<file path="src/hdl/scpt_params.svh">
/*
  Offsets, field positions, reset values and timing figures of the
  clock prescaler and trim block. Assumes a 40 MHz master clock.
*/
`ifndef SCPT_PARAMS_SVH
`define SCPT_PARAMS_SVH

// Register indices; byte address is four times the index
`define SCPT_IDX_PRESCALE 8'h61
`define SCPT_IDX_TRIM 8'h66
`define SCPT_IDX_CONFIG 8'h70
`define SCPT_IDX_STATUS 8'h71

// Prescale control fields
`define SCPT_UNLOCK_BIT 7
`define SCPT_UNLOCK_WORD 8'h80
`define SCPT_SEL_MAX 4'h8
`define SCPT_SEL_RESET 4'h0
`define SCPT_SEL_RESET_DIV8 4'h3
`define SCPT_UNLOCK_CYCLES 4

// Own config fields
`define SCPT_CFG_TOSC_REQ 0
`define SCPT_CFG_TOSC_EXT 1

// Clock and start-up timing
`define SCPT_CLK_HZ 40000000
`define SCPT_RESET_CK 14
`define SCPT_WAKE_CK 6
`define SCPT_DLY_SHORT_US 4000
`define SCPT_DLY_LONG_US 65000
`define SCPT_DLY_W 22

// Oscillator figures for the timer oscillator check
`define SCPT_RC_HZ 8000000
`define SCPT_TOSC_HZ 32768
`define SCPT_TOSC_RATIO 4

`endif

</file>
<file path="src/hdl/scpt_pkg.sv">
/*
  Types of the clock prescaler and trim block.
  Assumes scpt_params.svh for field widths.
*/
`include "scpt_params.svh"

package scpt_pkg;

  typedef struct packed {
    logic range_sel;
    logic [6:0] value;
  } scpt_trim_t;

  typedef struct packed {
    logic divide_by_eight_config;
    logic clock_output_config;
    logic [1:0] startup_time_config;
    logic rc_is_system_clock;
    scpt_trim_t factory_trim;
  } scpt_fuse_t;

  typedef struct packed {
    logic io;
    logic adc;
    logic cpu;
    logic flash;
  } scpt_domains_t;

  typedef enum logic [2:0] {
    ST_DELAY = 3'b001,
    ST_RUN = 3'b010,
    ST_WAKE = 3'b100
  } scpt_start_t;

  typedef struct packed {
    scpt_fuse_t fs1;
    scpt_fuse_t fs2;
    scpt_fuse_t fuse;
    logic ack;
    logic [7:0] rdata;
    logic unlock;
    logic [3:0] win_cnt;
    logic [3:0] sel;
    scpt_trim_t trim;
    logic tosc_req;
    logic tosc_ext;
    scpt_start_t st;
    logic [`SCPT_DLY_W-1:0] dly;
  } scpt_state_t;

  typedef struct packed {
    logic [7:0] cnt;
    logic [3:0] cur_sel;
    logic level;
    logic tick;
  } scpt_div_state_t;

endpackage : scpt_pkg

</file>
<file path="src/hdl/scpt_top.sv">
/*
  System clock prescaler with protected two-step update, RC oscillator
  trim register, start-up delay sequencer, clock output pin and timer
  oscillator enable logic, with an Avalon-MM slave.
  Assumes configuration straps on fuse_i are static and held through
  reset, and that wake pulses come from logic on clock_i.
*/
// Decided for this implementation: the Avalon-MM interface to the registers.
`timescale 1ns/100ps
`include "scpt_params.svh"

module scpt_top #(
  parameter int UNLOCK_CYCLES = `SCPT_UNLOCK_CYCLES,
  parameter int SHORT_DLY_CYCLES = `SCPT_CLK_HZ / 1000000 * `SCPT_DLY_SHORT_US,
  parameter int LONG_DLY_CYCLES = `SCPT_CLK_HZ / 1000000 * `SCPT_DLY_LONG_US,
  parameter int RC_HZ = `SCPT_RC_HZ,
  parameter int TOSC_HZ = `SCPT_TOSC_HZ
) (
  input wire logic clock_i,
  input wire logic srst_i,
  input wire logic [9:0] avs_address_i,
  input wire logic avs_read_i,
  input wire logic avs_write_i,
  input wire logic [31:0] avs_writedata_i,
  input wire logic [3:0] avs_byteenable_i,
  output logic [31:0] avs_readdata_o,
  output logic avs_waitrequest_o,
  input wire scpt_pkg::scpt_fuse_t fuse_i,
  input wire logic deep_sleep_wake_i,
  input wire logic port_pin_data_i,
  output scpt_pkg::scpt_domains_t domain_clock_enable_o,
  output logic core_clock_o,
  output logic clock_output_pin_o,
  output logic clock_output_override_o,
  output scpt_pkg::scpt_trim_t rc_oscillator_trim_o,
  output logic timer_osc_enable_o,
  output logic timer_external_clock_select_o,
  output logic startup_done_o
);
  import scpt_pkg::*;

  localparam int DLY_MAX = (1 << `SCPT_DLY_W) - 1;

  // Elaboration checks on what the counters can hold and that the oscillator frequencies are positive
  if (UNLOCK_CYCLES < 1 || UNLOCK_CYCLES > 15) begin : g_bad_unlock
    $error("UNLOCK_CYCLES must be 1 to 15");
  end
  if (SHORT_DLY_CYCLES < 0 || SHORT_DLY_CYCLES + `SCPT_RESET_CK > DLY_MAX ||
      LONG_DLY_CYCLES < 0 || LONG_DLY_CYCLES + `SCPT_RESET_CK > DLY_MAX) begin : g_bad_delay
    $error("start-up delay does not fit the delay counter");
  end
  if (RC_HZ < 1 || TOSC_HZ < 1) begin : g_bad_osc
    $error("oscillator frequencies must be positive");
  end

  scpt_state_t q_reg;
  scpt_state_t q_next;
  logic div_tick;
  logic div_clock;
  logic req;
  logic wr_fire;
  logic [7:0] wd;
  logic tosc_allowed;

  // Word-aligned register hit on the byte address
  function automatic logic reg_hit(input logic [9:0] addr, input logic [7:0] idx);
    reg_hit = (addr[9:2] == idx) && (addr[1:0] == 2'b00);
  endfunction : reg_hit

  // Delay counter load for a start-up code: the total start-up cycles after reset, less one
  function automatic logic [`SCPT_DLY_W-1:0] reset_delay(input logic [1:0] code);
    int total;
    total = `SCPT_RESET_CK;
    unique case (code)
      2'b00: total = `SCPT_RESET_CK;
      2'b01: total = `SCPT_RESET_CK + SHORT_DLY_CYCLES;
      // Reserved code takes the longest, safest delay
      default: total = `SCPT_RESET_CK + LONG_DLY_CYCLES;
    endcase
    reset_delay = `SCPT_DLY_W'(total - 1);
  endfunction : reset_delay

  // Divided RC clock is at least four times the timer oscillator
  function automatic logic tosc_rate_ok(input logic [3:0] code);
    tosc_rate_ok = (RC_HZ >> code) >= (`SCPT_TOSC_RATIO * TOSC_HZ);
  endfunction : tosc_rate_ok

  function automatic logic [7:0] read_value(input logic [9:0] addr, input scpt_state_t s,
                                            input logic allowed);
    read_value = 8'h00;
    if (reg_hit(addr, `SCPT_IDX_PRESCALE)) begin
      read_value = {s.unlock, 3'b000, s.sel};
    end else if (reg_hit(addr, `SCPT_IDX_TRIM)) begin
      read_value = s.trim;
    end else if (reg_hit(addr, `SCPT_IDX_CONFIG)) begin
      read_value = {6'h00, s.tosc_ext, s.tosc_req};
    end else if (reg_hit(addr, `SCPT_IDX_STATUS)) begin
      read_value = {s.unlock, s.fuse.divide_by_eight_config, s.fuse.startup_time_config,
                    s.fuse.clock_output_config, s.fuse.rc_is_system_clock, allowed,
                    (s.st == ST_RUN)};
    end
  endfunction : read_value

  scpt_divider u_divider (
    .clock_i(clock_i),
    .srst_i(srst_i),
    .select_i(q_reg.sel),
    .tick_o(div_tick),
    .div_clock_o(div_clock)
  );

  assign req = avs_read_i | avs_write_i;
  assign wr_fire = avs_write_i & q_reg.ack & avs_byteenable_i[0];
  assign wd = avs_writedata_i[7:0];
  assign tosc_allowed = q_reg.fuse.rc_is_system_clock & tosc_rate_ok(q_reg.sel);

  always_comb begin
    q_next = q_reg;
    q_next.fs1 = fuse_i;
    q_next.fs2 = q_reg.fs1;

    // Bus: one wait cycle, read data captured before the taking edge
    q_next.ack = req & ~q_reg.ack;
    if (avs_read_i & ~q_reg.ack) begin
      q_next.rdata = read_value(avs_address_i, q_reg, tosc_allowed);
    end

    // Unlock window runs down regardless of further unlock writes
    if (q_reg.unlock) begin
      if (q_reg.win_cnt <= 4'h1) begin
        q_next.unlock = 1'b0;
      end else begin
        q_next.win_cnt = q_reg.win_cnt - 4'h1;
      end
    end

    if (wr_fire && reg_hit(avs_address_i, `SCPT_IDX_PRESCALE)) begin
      if (wd == `SCPT_UNLOCK_WORD) begin
        // Unlock only with every other bit zero; no restart while open
        if (!q_reg.unlock) begin
          q_next.unlock = 1'b1;
          q_next.win_cnt = 4'(UNLOCK_CYCLES);
        end
      end else if (!wd[`SCPT_UNLOCK_BIT] && q_reg.unlock) begin
        q_next.unlock = 1'b0;
        // Reserved codes keep the running factor
        if (wd[3:0] <= `SCPT_SEL_MAX) begin
          q_next.sel = wd[3:0];
        end
      end
    end

    if (wr_fire && reg_hit(avs_address_i, `SCPT_IDX_TRIM)) begin
      q_next.trim = wd;
    end

    if (wr_fire && reg_hit(avs_address_i, `SCPT_IDX_CONFIG)) begin
      q_next.tosc_req = wd[`SCPT_CFG_TOSC_REQ];
      q_next.tosc_ext = wd[`SCPT_CFG_TOSC_EXT];
    end

    // Start-up sequencer
    unique case (q_reg.st)
      ST_DELAY, ST_WAKE: begin
        if (q_reg.dly == '0) begin
          q_next.st = ST_RUN;
        end else begin
          q_next.dly = q_reg.dly - `SCPT_DLY_W'(1);
        end
      end
      ST_RUN: begin
        if (deep_sleep_wake_i) begin
          q_next.st = ST_WAKE;
          q_next.dly = `SCPT_DLY_W'(`SCPT_WAKE_CK - 1);
        end
      end
    endcase

    if (srst_i) begin
      q_next.fuse = q_reg.fs2;
      q_next.ack = 1'b0;
      q_next.rdata = 8'h00;
      q_next.unlock = 1'b0;
      q_next.win_cnt = 4'h0;
      q_next.sel = q_reg.fs2.divide_by_eight_config ? `SCPT_SEL_RESET_DIV8
                                                     : `SCPT_SEL_RESET;
      q_next.trim = q_reg.fs2.factory_trim;
      q_next.tosc_req = 1'b0;
      q_next.tosc_ext = 1'b0;
      q_next.st = ST_DELAY;
      q_next.dly = reset_delay(q_reg.fs2.startup_time_config);
    end
  end

  always_ff @(posedge clock_i) begin
    q_reg <= q_next;
  end

  assign avs_waitrequest_o = req & ~q_reg.ack;
  assign avs_readdata_o = {24'h000000, q_reg.rdata};

  // All synchronous domains share one enable so they slow together
  assign domain_clock_enable_o = {4{div_tick & (q_reg.st == ST_RUN)}};
  assign core_clock_o = div_clock;

  // Clock out overrides the port, master clock shown while in reset
  assign clock_output_override_o = srst_i ? q_reg.fs2.clock_output_config
                                          : q_reg.fuse.clock_output_config;
  assign clock_output_pin_o = !clock_output_override_o ? port_pin_data_i :
                              (srst_i ? clock_i : div_clock);

  // Range bit and tuning bits pass straight to the oscillator
  assign rc_oscillator_trim_o = q_reg.trim;

  assign timer_osc_enable_o = q_reg.tosc_req & tosc_allowed;
  assign timer_external_clock_select_o = q_reg.tosc_req & q_reg.tosc_ext & tosc_allowed;
  assign startup_done_o = (q_reg.st == ST_RUN);

endmodule : scpt_top

</file>
<file path="src/hdl/scpt_divider.sv">
/*
  Clock divider: a counter on the undivided clock giving a divided clock
  level and a one-cycle enable per divided period.
  Assumes select_i holds only codes 0 to 8.
*/
`timescale 1ns/100ps

module scpt_divider (
  input wire logic clock_i,
  input wire logic srst_i,
  input wire logic [3:0] select_i,
  output logic tick_o,
  output logic div_clock_o
);
  import scpt_pkg::*;

  scpt_div_state_t q_reg;
  scpt_div_state_t q_next;

  function automatic logic [7:0] last_count(input logic [3:0] code);
    last_count = 8'(9'(9'h001 << code) - 9'h001);
  endfunction : last_count

  function automatic logic [7:0] half_count(input logic [3:0] code);
    half_count = 8'(9'(9'h001 << code) >> 1);
  endfunction : half_count

  always_comb begin
    q_next = q_reg;
    q_next.tick = 1'b0;
    if (q_reg.cnt >= last_count(q_reg.cur_sel)) begin
      // New factor only at a period boundary, so no short pulse appears
      q_next.cnt = 8'h00;
      q_next.cur_sel = select_i;
      q_next.tick = 1'b1;
      q_next.level = 1'b1;
    end else begin
      q_next.cnt = q_reg.cnt + 8'h01;
      q_next.level = (q_next.cnt < half_count(q_reg.cur_sel));
    end
  end

  always_ff @(posedge clock_i) begin
    if (srst_i) begin
      q_reg <= '0;
    end else begin
      q_reg <= q_next;
    end
  end

  assign tick_o = q_reg.tick;
  // Factor one has no divided level; the master clock itself is passed
  assign div_clock_o = (q_reg.cur_sel == 4'h0) ? clock_i : q_reg.level;

endmodule : scpt_divider

</file>
<file path="config.mk">
export PLATFORM = sky130hd
export DESIGN_NAME = scpt_top
export DESIGN_NICKNAME = d
export VERILOG_FILES = /design/src/hdl/scpt_pkg.sv /design/src/hdl/scpt_top.sv /design/src/hdl/scpt_divider.sv
export VERILOG_INCLUDE_DIRS = /design/src /design/src/hdl
export SDC_FILE = /design/constraint.sdc
export NUM_CORES = 1
export LEC_CHECK = 0
export ABC_AREA = 1
export BUFFER_PORTS_ARGS = -buffer_cell sky130_fd_sc_hd__buf_2
export CORE_UTILIZATION = 45
export CTS_BUF_LIST = sky130_fd_sc_hd__clkbuf_4
export CTS_CLUSTER_SIZE = 8
export DETAILED_ROUTE_END_ITERATION = 10
export GPL_TIMING_DRIVEN = 0
export PLACE_DENSITY = 0.71
export SKIP_LAST_GASP = 1
export SLEW_MARGIN = 20
export SYNTH_ARGS = -nofsm -noshare
export SYNTH_HDL_FRONTEND = slang
export SYNTH_SLANG_ARGS = --single-unit
</file>
<file path="constraint.sdc">
create_clock -name clock_i -period 2.5 [get_ports clock_i]
set_clock_uncertainty 0.15 [all_clocks]
set_input_delay 0.125 -clock clock_i [delete_from_list [all_inputs] [get_ports clock_i]]
set_output_delay 0.125 -clock clock_i [all_outputs]
set_load 0.02 [all_outputs]
</file>
==> flow_summary.yaml, run 1 <==
yosys:
  synth_top_area_share_pct: 23.4
  synthFlopType: "dfxtp_1"
  syn_avg_cell_area_um2: 8.12
  synth_edf_count: 39
  synth_area_leader_cell: "dfxtp_1"
  async_reset_ff_share_pct: 0
  syn_inst: 621
  netlist_area_um2: 5040
  synth_cell_types: 35
  synth_most_common_cell: "nand2_1"
  synth_warnings: 0
  synth-seq-area-share_pct: 46.7
  synth_area_leaders: "dfxtp_1 23%, edfxtp_1 23%, nand2_1 9.8%"
  synth_commonest_cells: "132 x nand2_1, 69 x inv_1, 59 x dfxtp_1, 58 x nor2_1, 43 x buf_4"
  ys_ff_latch: 98
global_route:
  grt_max_degree: 21
  grt.total_usage_pct: 21.1
  grt_antenna_before_repair: 0
  grt_overflow: 0
  grt_pass1_vias: 4210
  grt_pass1_wl_um: 18700
pwr:
  p_total_mw: 5.30
  power.density_nw_per_um2: 835
  vdd_drop_max_mv: 0.697
  total_leakage_power_nw: 2.98
placed_design:
  port_buffers: 64
  place.gp.congestion: 0.852
  place_area_um2: 5640
  preCtsSetupSlack_ns: -0.176
  place_hpwl_um: 8190
routing:
  drt-initial-drc-count: 237
  wire_per_inst_um: 12.8
  vias: 4497
  firstDrtPassIters: 5
  ant_nets: 0
  via_per_inst: 4.92
  drt-total-wl_um: 11700
  drc_errors: 0
setup_path:
  required_ns: 2.75
  path_class: "in -> reg"
  worstSetupEndpointType: "register"
  cp_slowest_cell: "dlygate4sd3_1"
  crit_family: "buffers and inverters"
  cp_common_cell: "dlygate4sd3_1"
  cp_num_buf_inv: 4
  crit_chain: "dlygate4sd3_1 -> buf_2 -> nor2_4 -> dlygate4sd3_1 -> nand4_1 -> nor2_2 -> nand2_1 -> o21ai_1 -> a21oi_1 -> dlygate4sd3_1"
  startpoint_type: "input pin"
  crit_arrival_ns: 2.63
  slowest_delay_ns: 0.56
  cp_max_fo: 4
cts:
  clock_latency_ns: 0.58
  cts_tree: "done"
  path_clk_slew_ns: 0.17
sta:
  holdWs_ns: 0.0389
  clock.fmax_ghz: 0.421
  layout_min_cycle_time_ns: 2.37
  slew_headroom_pct: 56.2
  worst_slew_pin_slew_ns: 0.652
  setup_ws_ns: 0.126
  final-setup-viol-count: 0
  period_share_pct: 95.0
  slew_violations: 0
  finalHoldViolCount: 0
min_path:
  hold_path_class: "in -> reg"
floorplan:
  start_util_pct: 46.3
  dieArea_um2: 11600
  row_count: 38
  die_h_um: 108
  die_w_um: 108
  ioPinCount: 116
  coreArea_um2: 10900
layout:
  num-fill-cells: 985
  multi_input_area_um2: 2200
  num_antenna_cells: 0
  final_net_count: 854
  ff_latch_area_um2: 2360
  area.growth.synth_to_final_pct: 26.1
  drive_above_1_share_pct: 24.2
  design_area_um2: 6350
  largest_reg_flops: 55
flow_run:
  cap_violations: 0
outcome:
  status: "completed"
## per-layer routing
layer / vias up / routed length (um) / part of all wire, % / track usage [%]
met1: 2053 / 5080 / 44 / 25.3
li1: 2254 / - / - / -
met3: 23 / 607 / 5.2 / 5.39
met5: - / 0 / 0 / 0
met4: 0 / 237 / 2.0 / 12.4
met2: 167 / 5740 / 49 / 34.1
## power by group
part           switching [mW]  total (mW)  internal, mW
combinational            1.18        1.89         0.711
sequential              0.172        2.07          1.90
clock                   0.759        1.34         0.579
total                    2.11        5.30          3.19
## area by class of cell
class,count,share of cell area (%)
Tap cell,140,2.76
Sequential cell,98,37.2
Multi-Input combinational cell,420,34.7
Clock buffer,19,2.82
Buffer,51,5.61
Inverter,74,4.37
Clock inverter,9,1.30
Timing Repair Buffer,103,11.3
## path summary, 6_finish.rpt
check	startpoint	endpoint	slack, ns	cells after the start
setup / recovery	avs_address_i[0]	q_reg[25]$_SDFFE_PP0P_	0.13	10
hold / removal	avs_address_i[4]	avs_readdata_o[5]$_SDFFE_PP0P_	0.04	8
setup reg to reg	q_reg[0]$_SDFFCE_PP1P_	q_reg[2]$_SDFFCE_PP1P_	0.18	10
hold reg to reg	q_reg[74]$_DFF_P_	q_reg[61]$_DFFE_PP_	0.19	0
## kinds of logic (layout without fill, tap and decap cells)
group,Yosys count,in the layout,synth area share [%]
XOR/XNOR,10,10,1.74
flip-flops,98,98,46.7
adder cells (fa/ha/maj),21,21,5.21
other,1,24,0.0744
buffers and inverters,126,256,12.7
AND/OR/NAND/NOR,281,281,24.9
AO/OA/AOI/OAI,84,84,8.74
## repair_timing
action                                 CTS  global route
resized for setup                       19            18
hold buffers                            36             0
pin swaps                                2             4
setup endpoints to repair               11            24
buffers inserted                         5             4
cloned                                   0             0
endpoints found under the hold margin   45             0
## per-stage QoR
stage               util, %  cells  setup TNS, ns
floorplan                 -    644              0
global placement       51.6    848         -15.46
detailed placement     51.8    849          -1.37
CTS                    57.7    911         -0.234
global route           58.4    914        -0.0222
finish                 58.4    914              0
## placed cells by master, fill, tap and decap left out, types with 7 or more instances in the layout
| cell type | count |
|---|---|
| edfxtp_1 | 39 |
| buf_2 | 66 |
| nand2_1 | 130 |
| nand3_1 | 33 |
| conb_1 | 24 |
| nor3_1 | 16 |
| clkbuf_4 | 9 |
| buf_4 | 53 |
| dlygate4sd3_1 | 36 |
| inv_2 | 7 |
| o21ai_0 | 34 |
| a21oi_1 | 32 |
| nand4_1 | 7 |
| nor2_1 | 52 |
| ha_1 | 21 |
| o21ai_1 | 7 |
| dfxtp_1 | 54 |
| xor2_1 | 8 |
| nor2_4 | 8 |
| nor2_2 | 13 |
| inv_1 | 68 |
## worst min-delay path: stages
cell and delay [ns]:
buf_2 0.09, nor2_2 0.05, nand3_2 0.11, nor2_2 0.08, nand2_1 0.06, nand2_1 0.04, nand2_1 0.10, a21oi_1 0.07
(Power assumes the default switching activity.)
==> run 2: changes to the inputs <==
--- a/config.mk
+++ b/config.mk
@@ -6,7 +6,6 @@
 export SDC_FILE = /design/constraint.sdc
 export NUM_CORES = 1
 export LEC_CHECK = 0
-export ABC_AREA = 1
 export BUFFER_PORTS_ARGS = -buffer_cell sky130_fd_sc_hd__buf_2
 export CORE_UTILIZATION = 45
 export CTS_BUF_LIST = sky130_fd_sc_hd__clkbuf_4
==> run 2 against run 1 <==
The run now ends with DRC, setup timing left. Core utilization rose by 2.0 points. First-iteration DRC count increased by 0.42%. Sequential power is 9% lower. Clock power down 16%. Largest power group unchanged. Via count is 14% lower. Global-route usage fell by 0.21 points. Worst hold slack worse by 0.027 ns. Wire length shrank 4.9%. Setup slack worse by 0.31 ns.
==> flow_summary.yaml, run 2 <==
global_route:
  grt_overflow: 0
  grt_antenna_before_repair: 0
  grt_pass1_wl_um: 17900
  grt_max_degree: 23
  grt_pass1_vias: 3726
  grt.total_usage_pct: 20.9
layout:
  design_area_um2: 6310
  num_antenna_cells: 0
  final_net_count: 715
  drive_above_1_share_pct: 29.7
  area.growth.synth_to_final_pct: 28.8
  mostFrequentLayoutCells: "64 x buf_2, 56 x buf_4, 55 x dfxtp_1"
  largest_reg_flops: 55
  fin_cells: 772
  layout_commonest_cell: "buf_2"
floorplan:
  coreArea_um2: 10500
  start_util_pct: 46.9
  die_h_um: 106
  row_count: 37
  ioPinCount: 116
  die_w_um: 106
  dieArea_um2: 11300
yosys:
  synth_commonest_cells: "59 x dfxtp_1, 44 x nor2_1, 43 x buf_4, 39 x edfxtp_1, 35 x nand2_1"
  synth_top_area_share_pct: 24.1
  synthSimpleGateAreaFrac_pct: 19.1
  synth_area_leader_cell: "dfxtp_1"
  syn_inst: 472
  synth_top_family_by_area: "simple AND/OR/NAND/NOR gates"
  synthFlopType: "dfxtp_1"
  syn_avg_cell_area_um2: 10.4
  synthMuxAreaShare_pct: 3.73
  synth_warnings: 0
  synth_area_leaders: "dfxtp_1 24%, edfxtp_1 24%, buf_4 6.6%"
  synth_xor_area_share_pct: 4.65
  async_reset_ff_share_pct: 0
  synth_most_common_cell: "dfxtp_1"
  synth_cell_types: 60
  synth_compound_area_share_pct: 10.7
  synth_edf_count: 39
  synth-seq-area-share_pct: 48.0
  netlist_area_um2: 4900
  ys_ff_latch: 98
  synthAdderAreaFrac_pct: 5.36
min_path:
  hold_path_class: "in -> reg"
pwr:
  power.density_nw_per_um2: 643
  total_leakage_power_nw: 2.69
  p_total_mw: 4.06
  vdd_drop_max_mv: 0.498
flow_run:
  cap_violations: 0
cts:
  cts_tree: "done"
  clock_latency_ns: 0.58
  path_clk_slew_ns: 0.17
outcome:
  status: "finished, violations left"
  violations: "DRC, setup timing"
setup_path:
  worstSetupEndpointType: "register"
  crit_arrival_ns: 3.01
  required_ns: 2.82
  crit_family: "compound AO/OA/AOI/OAI gates"
  crit_chain: "nor2b_4 -> nand2_2 -> ha_4 -> a21o_1 -> a32oi_2 -> ha_1 -> a21o_1 -> a221oi_4 -> buf_12 -> mux2i_1 -> nor2_1"
  startpoint_type: "register"
  slowest_delay_ns: 0.42
  cp_num_buf_inv: 1
  cp_common_cell: "a21o_1"
  path_class: "reg -> reg"
  cp_slowest_cell: "dfxtp_4"
  cp_max_fo: 6
placed_design:
  port_buffers: 64
  place_hpwl_um: 7530
  place.gp.congestion: 0.817
  place_area_um2: 5550
  place_inst: 695
routing:
  vias: 3866
  ant_nets: 0
  drc_errors: 2
  drt-total-wl_um: 11100
  wire_per_inst_um: 14.4
  drt-initial-drc-count: 238
  firstDrtPassIters: 7
  via_per_inst: 5.01
sta:
  slew_headroom_pct: 36.5
  slew_violations: 0
  finalHoldViolCount: 0
  setup_ws_ns: -0.187
  layout_min_cycle_time_ns: 2.69
  worst_slew_pin_slew_ns: 0.943
  final-setup-viol-count: 13
  rsz0062_at_grt: "true"
  clock.fmax_ghz: 0.372
  period_share_pct: 107
-- run 2: per-layer routing --
layer  vias up  share of wire, %  global-route usage [%]  routed length (um)
met1      1838                45                    25.1                4970
met5         -                 0                       0                   0
met4         0               2.4                    12.6                 263
met2        94                48                    33.5                5360
li1       1916                 -                       -                   -
met3        18               4.5                    5.33                 495
-- run 2: where the power goes --
group / internal (mW) / switching [mW] / total, mW
logic: 0.524 / 0.517 / 1.04
clock network: 0.410 / 0.719 / 1.13
registers: 1.79 / 0.107 / 1.89
total: 2.72 / 1.34 / 4.06
-- run 2: cells by family after synthesis --
logic type | after synthesis
buf+inv | 67
xor+xnor | 26
simple gates | 166
fa+ha+maj | 21
flops | 98
mux | 17
other cells | 1
compound gates | 76
-- run 2: what timing repair did --
item,CTS,global route
endpoints found under the hold margin,53,2
gates resized for setup,15,5
setup buffers,9,4
pin swaps,8,6
cloned,0,0
endpoints found under the setup margin,38,41
hold buffers,41,2
-- run 2: final timing paths --
| check | start | endpoint | slack [ns] | cells after the start |
|---|---|---|---|---|
| worst min register to register | q_next[73]$_DFF_P_ | q_reg[73]$_DFF_P_ | 0.19 | 0 |
| worst min-delay path | fuse_i[10] | q_next[76]$_DFF_P_ | 0.01 | 2 |
| worst max-delay path | u_divider.q_reg[2]$_SDFFE_PP0P_ | u_divider.q_reg[4]$_SDFFE_PP0P_ | -0.19 | 11 |
| worst max register to register | u_divider.q_reg[2]$_SDFFE_PP0P_ | u_divider.q_reg[4]$_SDFFE_PP0P_ | -0.19 | 11 |
-- run 2: through the flow --
step                worst slack [ns]  TNS [ns]  util (%)  hold WS [ns]
CTS                           -0.161     -1.88      59.9       0.00168
detailed placement            -0.407     -9.44      53.0        0.0786
global placement              -0.322     -8.20      53.0        0.0776
finish                        -0.187     -1.87      60.3        0.0117
floorplan                    -0.0435    -0.421         -       0.00272
global route                  -0.303     -3.47      60.3       0.00412
-- run 2: worst register-to-register path: cells and delay by family (launching register included) --
kind	cells	cell delay, ns
compound gates	4	0.90
mux	1	0.19
buf+inv	1	0.16
simple gates	3	0.29
fa+ha+maj	2	0.46
flops	1	0.42
-- run 2: layout make-up --
type / count / area, um2
buffer: 51 / 355
multi-input combinational: 330 / 2320
timing repair buffer: 118 / 851
tap: 136 / 170
clock inverter: 7 / 60.1
inverter: 15 / 56.3
clock buffer: 17 / 131
fill: 885 / 4150
sequential: 98 / 2370
==> run 3: changes to the inputs <==
--- a/config.mk
+++ b/config.mk
@@ -6,13 +6,14 @@
 export SDC_FILE = /design/constraint.sdc
 export NUM_CORES = 1
 export LEC_CHECK = 0
+export ABC_CLOCK_PERIOD_IN_PS = 3300
 export BUFFER_PORTS_ARGS = -buffer_cell sky130_fd_sc_hd__buf_2
 export CORE_UTILIZATION = 45
 export CTS_BUF_LIST = sky130_fd_sc_hd__clkbuf_4
 export CTS_CLUSTER_SIZE = 8
 export DETAILED_ROUTE_END_ITERATION = 10
 export GPL_TIMING_DRIVEN = 0
-export PLACE_DENSITY = 0.71
+export PLACE_DENSITY = 0.69
 export SKIP_LAST_GASP = 1
 export SLEW_MARGIN = 20
 export SYNTH_ARGS = -nofsm -noshare
==> constraint.sdc (replaced) <==
create_clock -name clock_i -period 3.3 [get_ports clock_i]
set_clock_uncertainty 0.15 [all_clocks]
set_input_delay 0.165 -clock clock_i [delete_from_list [all_inputs] [get_ports clock_i]]
set_output_delay 0.165 -clock clock_i [all_outputs]
set_load 0.02 [all_outputs]
==> run 3 against run 2 <==
The run now ends clean. First-iteration DRC count fell by 16%. Global-route usage fell by 0.85 points. Via count fell by 2.0%.
==> flow_summary.yaml, run 3 (same netlist as run 2, synthesis figures left out) <==
outcome:
  status: "completed"
setup_path:
  crit_arrival_ns: 2.82
  required_ns: 2.98
  cp_max_fo: 2
  worstSetupEndpointType: "output pin"
  startpoint_type: "clock port"
  path_class: "clk -> out"
global_route:
  grt_max_degree: 23
  grt_pass1_wl_um: 17000
  grt_overflow: 0
  grt_pass1_vias: 3676
  grt_antenna_before_repair: 0
  grt.total_usage_pct: 20.1
flow_run:
  cap_violations: 0
sta:
  slew_headroom_pct: 39.2
  slew_violations: 0
  holdWs_ns: 0.0565
  final-setup-viol-count: 0
  period_share_pct: 95.0
  worst_slew_pin_slew_ns: 0.913
  layout_min_cycle_time_ns: 3.14
  clock.fmax_ghz: 0.321
  finalHoldViolCount: 0
layout:
  num_antenna_cells: 0
  utilization_pct: 58.9
  area.growth.synth_to_final_pct: 25.7
  largest_reg_flops: 55
  layout_commonest_cell: "buf_2"
  fin_cells: 765
  mostFrequentLayoutCells: "63 x buf_2, 59 x dfxtp_1, 47 x buf_4"
  drive_above_1_share_pct: 26.2
  final_net_count: 708
floorplan:
  die_w_um: 106
  die_h_um: 106
  start_util_pct: 46.9
  row_count: 37
  coreArea_um2: 10500
  ioPinCount: 116
  dieArea_um2: 11300
routing:
  wire_per_inst_um: 13.6
  drc_errors: 0
  drt-total-wl_um: 10400
  ant_nets: 0
  drt-initial-drc-count: 199
  via_per_inst: 4.95
  vias: 3787
  firstDrtPassIters: 5
pwr:
  power.density_nw_per_um2: 486
  p_total_mw: 2.99
  vdd_drop_max_mv: 0.215
  total_leakage_power_nw: 2.66
placed_design:
  port_buffers: 64
  place.gp.congestion: 0.795
  place_inst: 695
  place_hpwl_um: 7400
min_path:
  hold_path_class: "in -> reg"
cts:
  path_clk_slew_ns: 0.17
  cts_tree: "done"
  clock_latency_ns: 0.57
-- run 3: metrics by stage --
stage               setup WS [ns]  area (um2)  setup TNS [ns]
finish                      0.164        6160               0
detailed placement        -0.0601        5480          -0.374
global placement           0.0257        5480               0
CTS                        0.0104        6140               0
floorplan                   0.461        4990               0
global route             -0.00563        6160        -0.00955
-- run 3: power by group --
part,switching (mW),internal (mW)
registers,0.0746,1.35
logic,0.337,0.298
clock network,0.557,0.375
total,0.969,2.02
-- run 3: final cells by class --
cell class	instances	area, um2
flip-flops and latches	98	2350
inverters	15	56.3
plain buffers	52	358
clock buffers	21	158
multi-input cells	330	2240
repair buffers	106	748
well taps	136	170
fillers	924	4300
clock inverters	7	76.3
-- run 3: path summary, 6_finish.rpt --
path,from,to,slack (ns),cells after the start
worst max-delay path,clock_i,clock_output_pin_o,0.16,8
worst min-delay path,avs_address_i[7],avs_readdata_o[2]$_SDFFE_PP0P_,0.06,5
worst max register to register,u_divider.q_reg[3]$_SDFFE_PP0P_,u_divider.q_reg[3]$_SDFFE_PP0P_,0.19,13
worst min register to register,q_next[76]$_DFF_P_,q_reg[76]$_DFF_P_,0.20,0
-- run 3: layer usage --
| metal | up-vias | global-route usage (%) | routed length, um |
|---|---|---|---|
| met3 | 17 | 7.91 | 409 |
| met2 | 73 | 30.8 | 4980 |
| met4 | 0 | 11.1 | 225 |
| met5 | - | 0 | 0 |
| li1 | 1921 | - | - |
| met1 | 1776 | 23.9 | 4770 |
-- run 3: repair_timing --
| action | in CTS | in global routing |
|---|---|---|
| endpoints found under the setup margin | 10 | 14 |
| setup buffers | 1 | 1 |
| gates cloned | 0 | 0 |
| pin swaps | 0 | 1 |
| hold buffers | 41 | 2 |
| gates resized for setup | 5 | 2 |
| endpoints found under the hold margin | 51 | 2 |
-- run 3: worst max-delay path: stages --
cell and delay [ns]:
clkbuf_4 0.14, clkbuf_4 0.14, clkbuf_4 0.12, mux2_4 0.27
clkbuf_4 0.13, mux2i_1 0.12, o21ai_1 0.07, buf_4 0.18
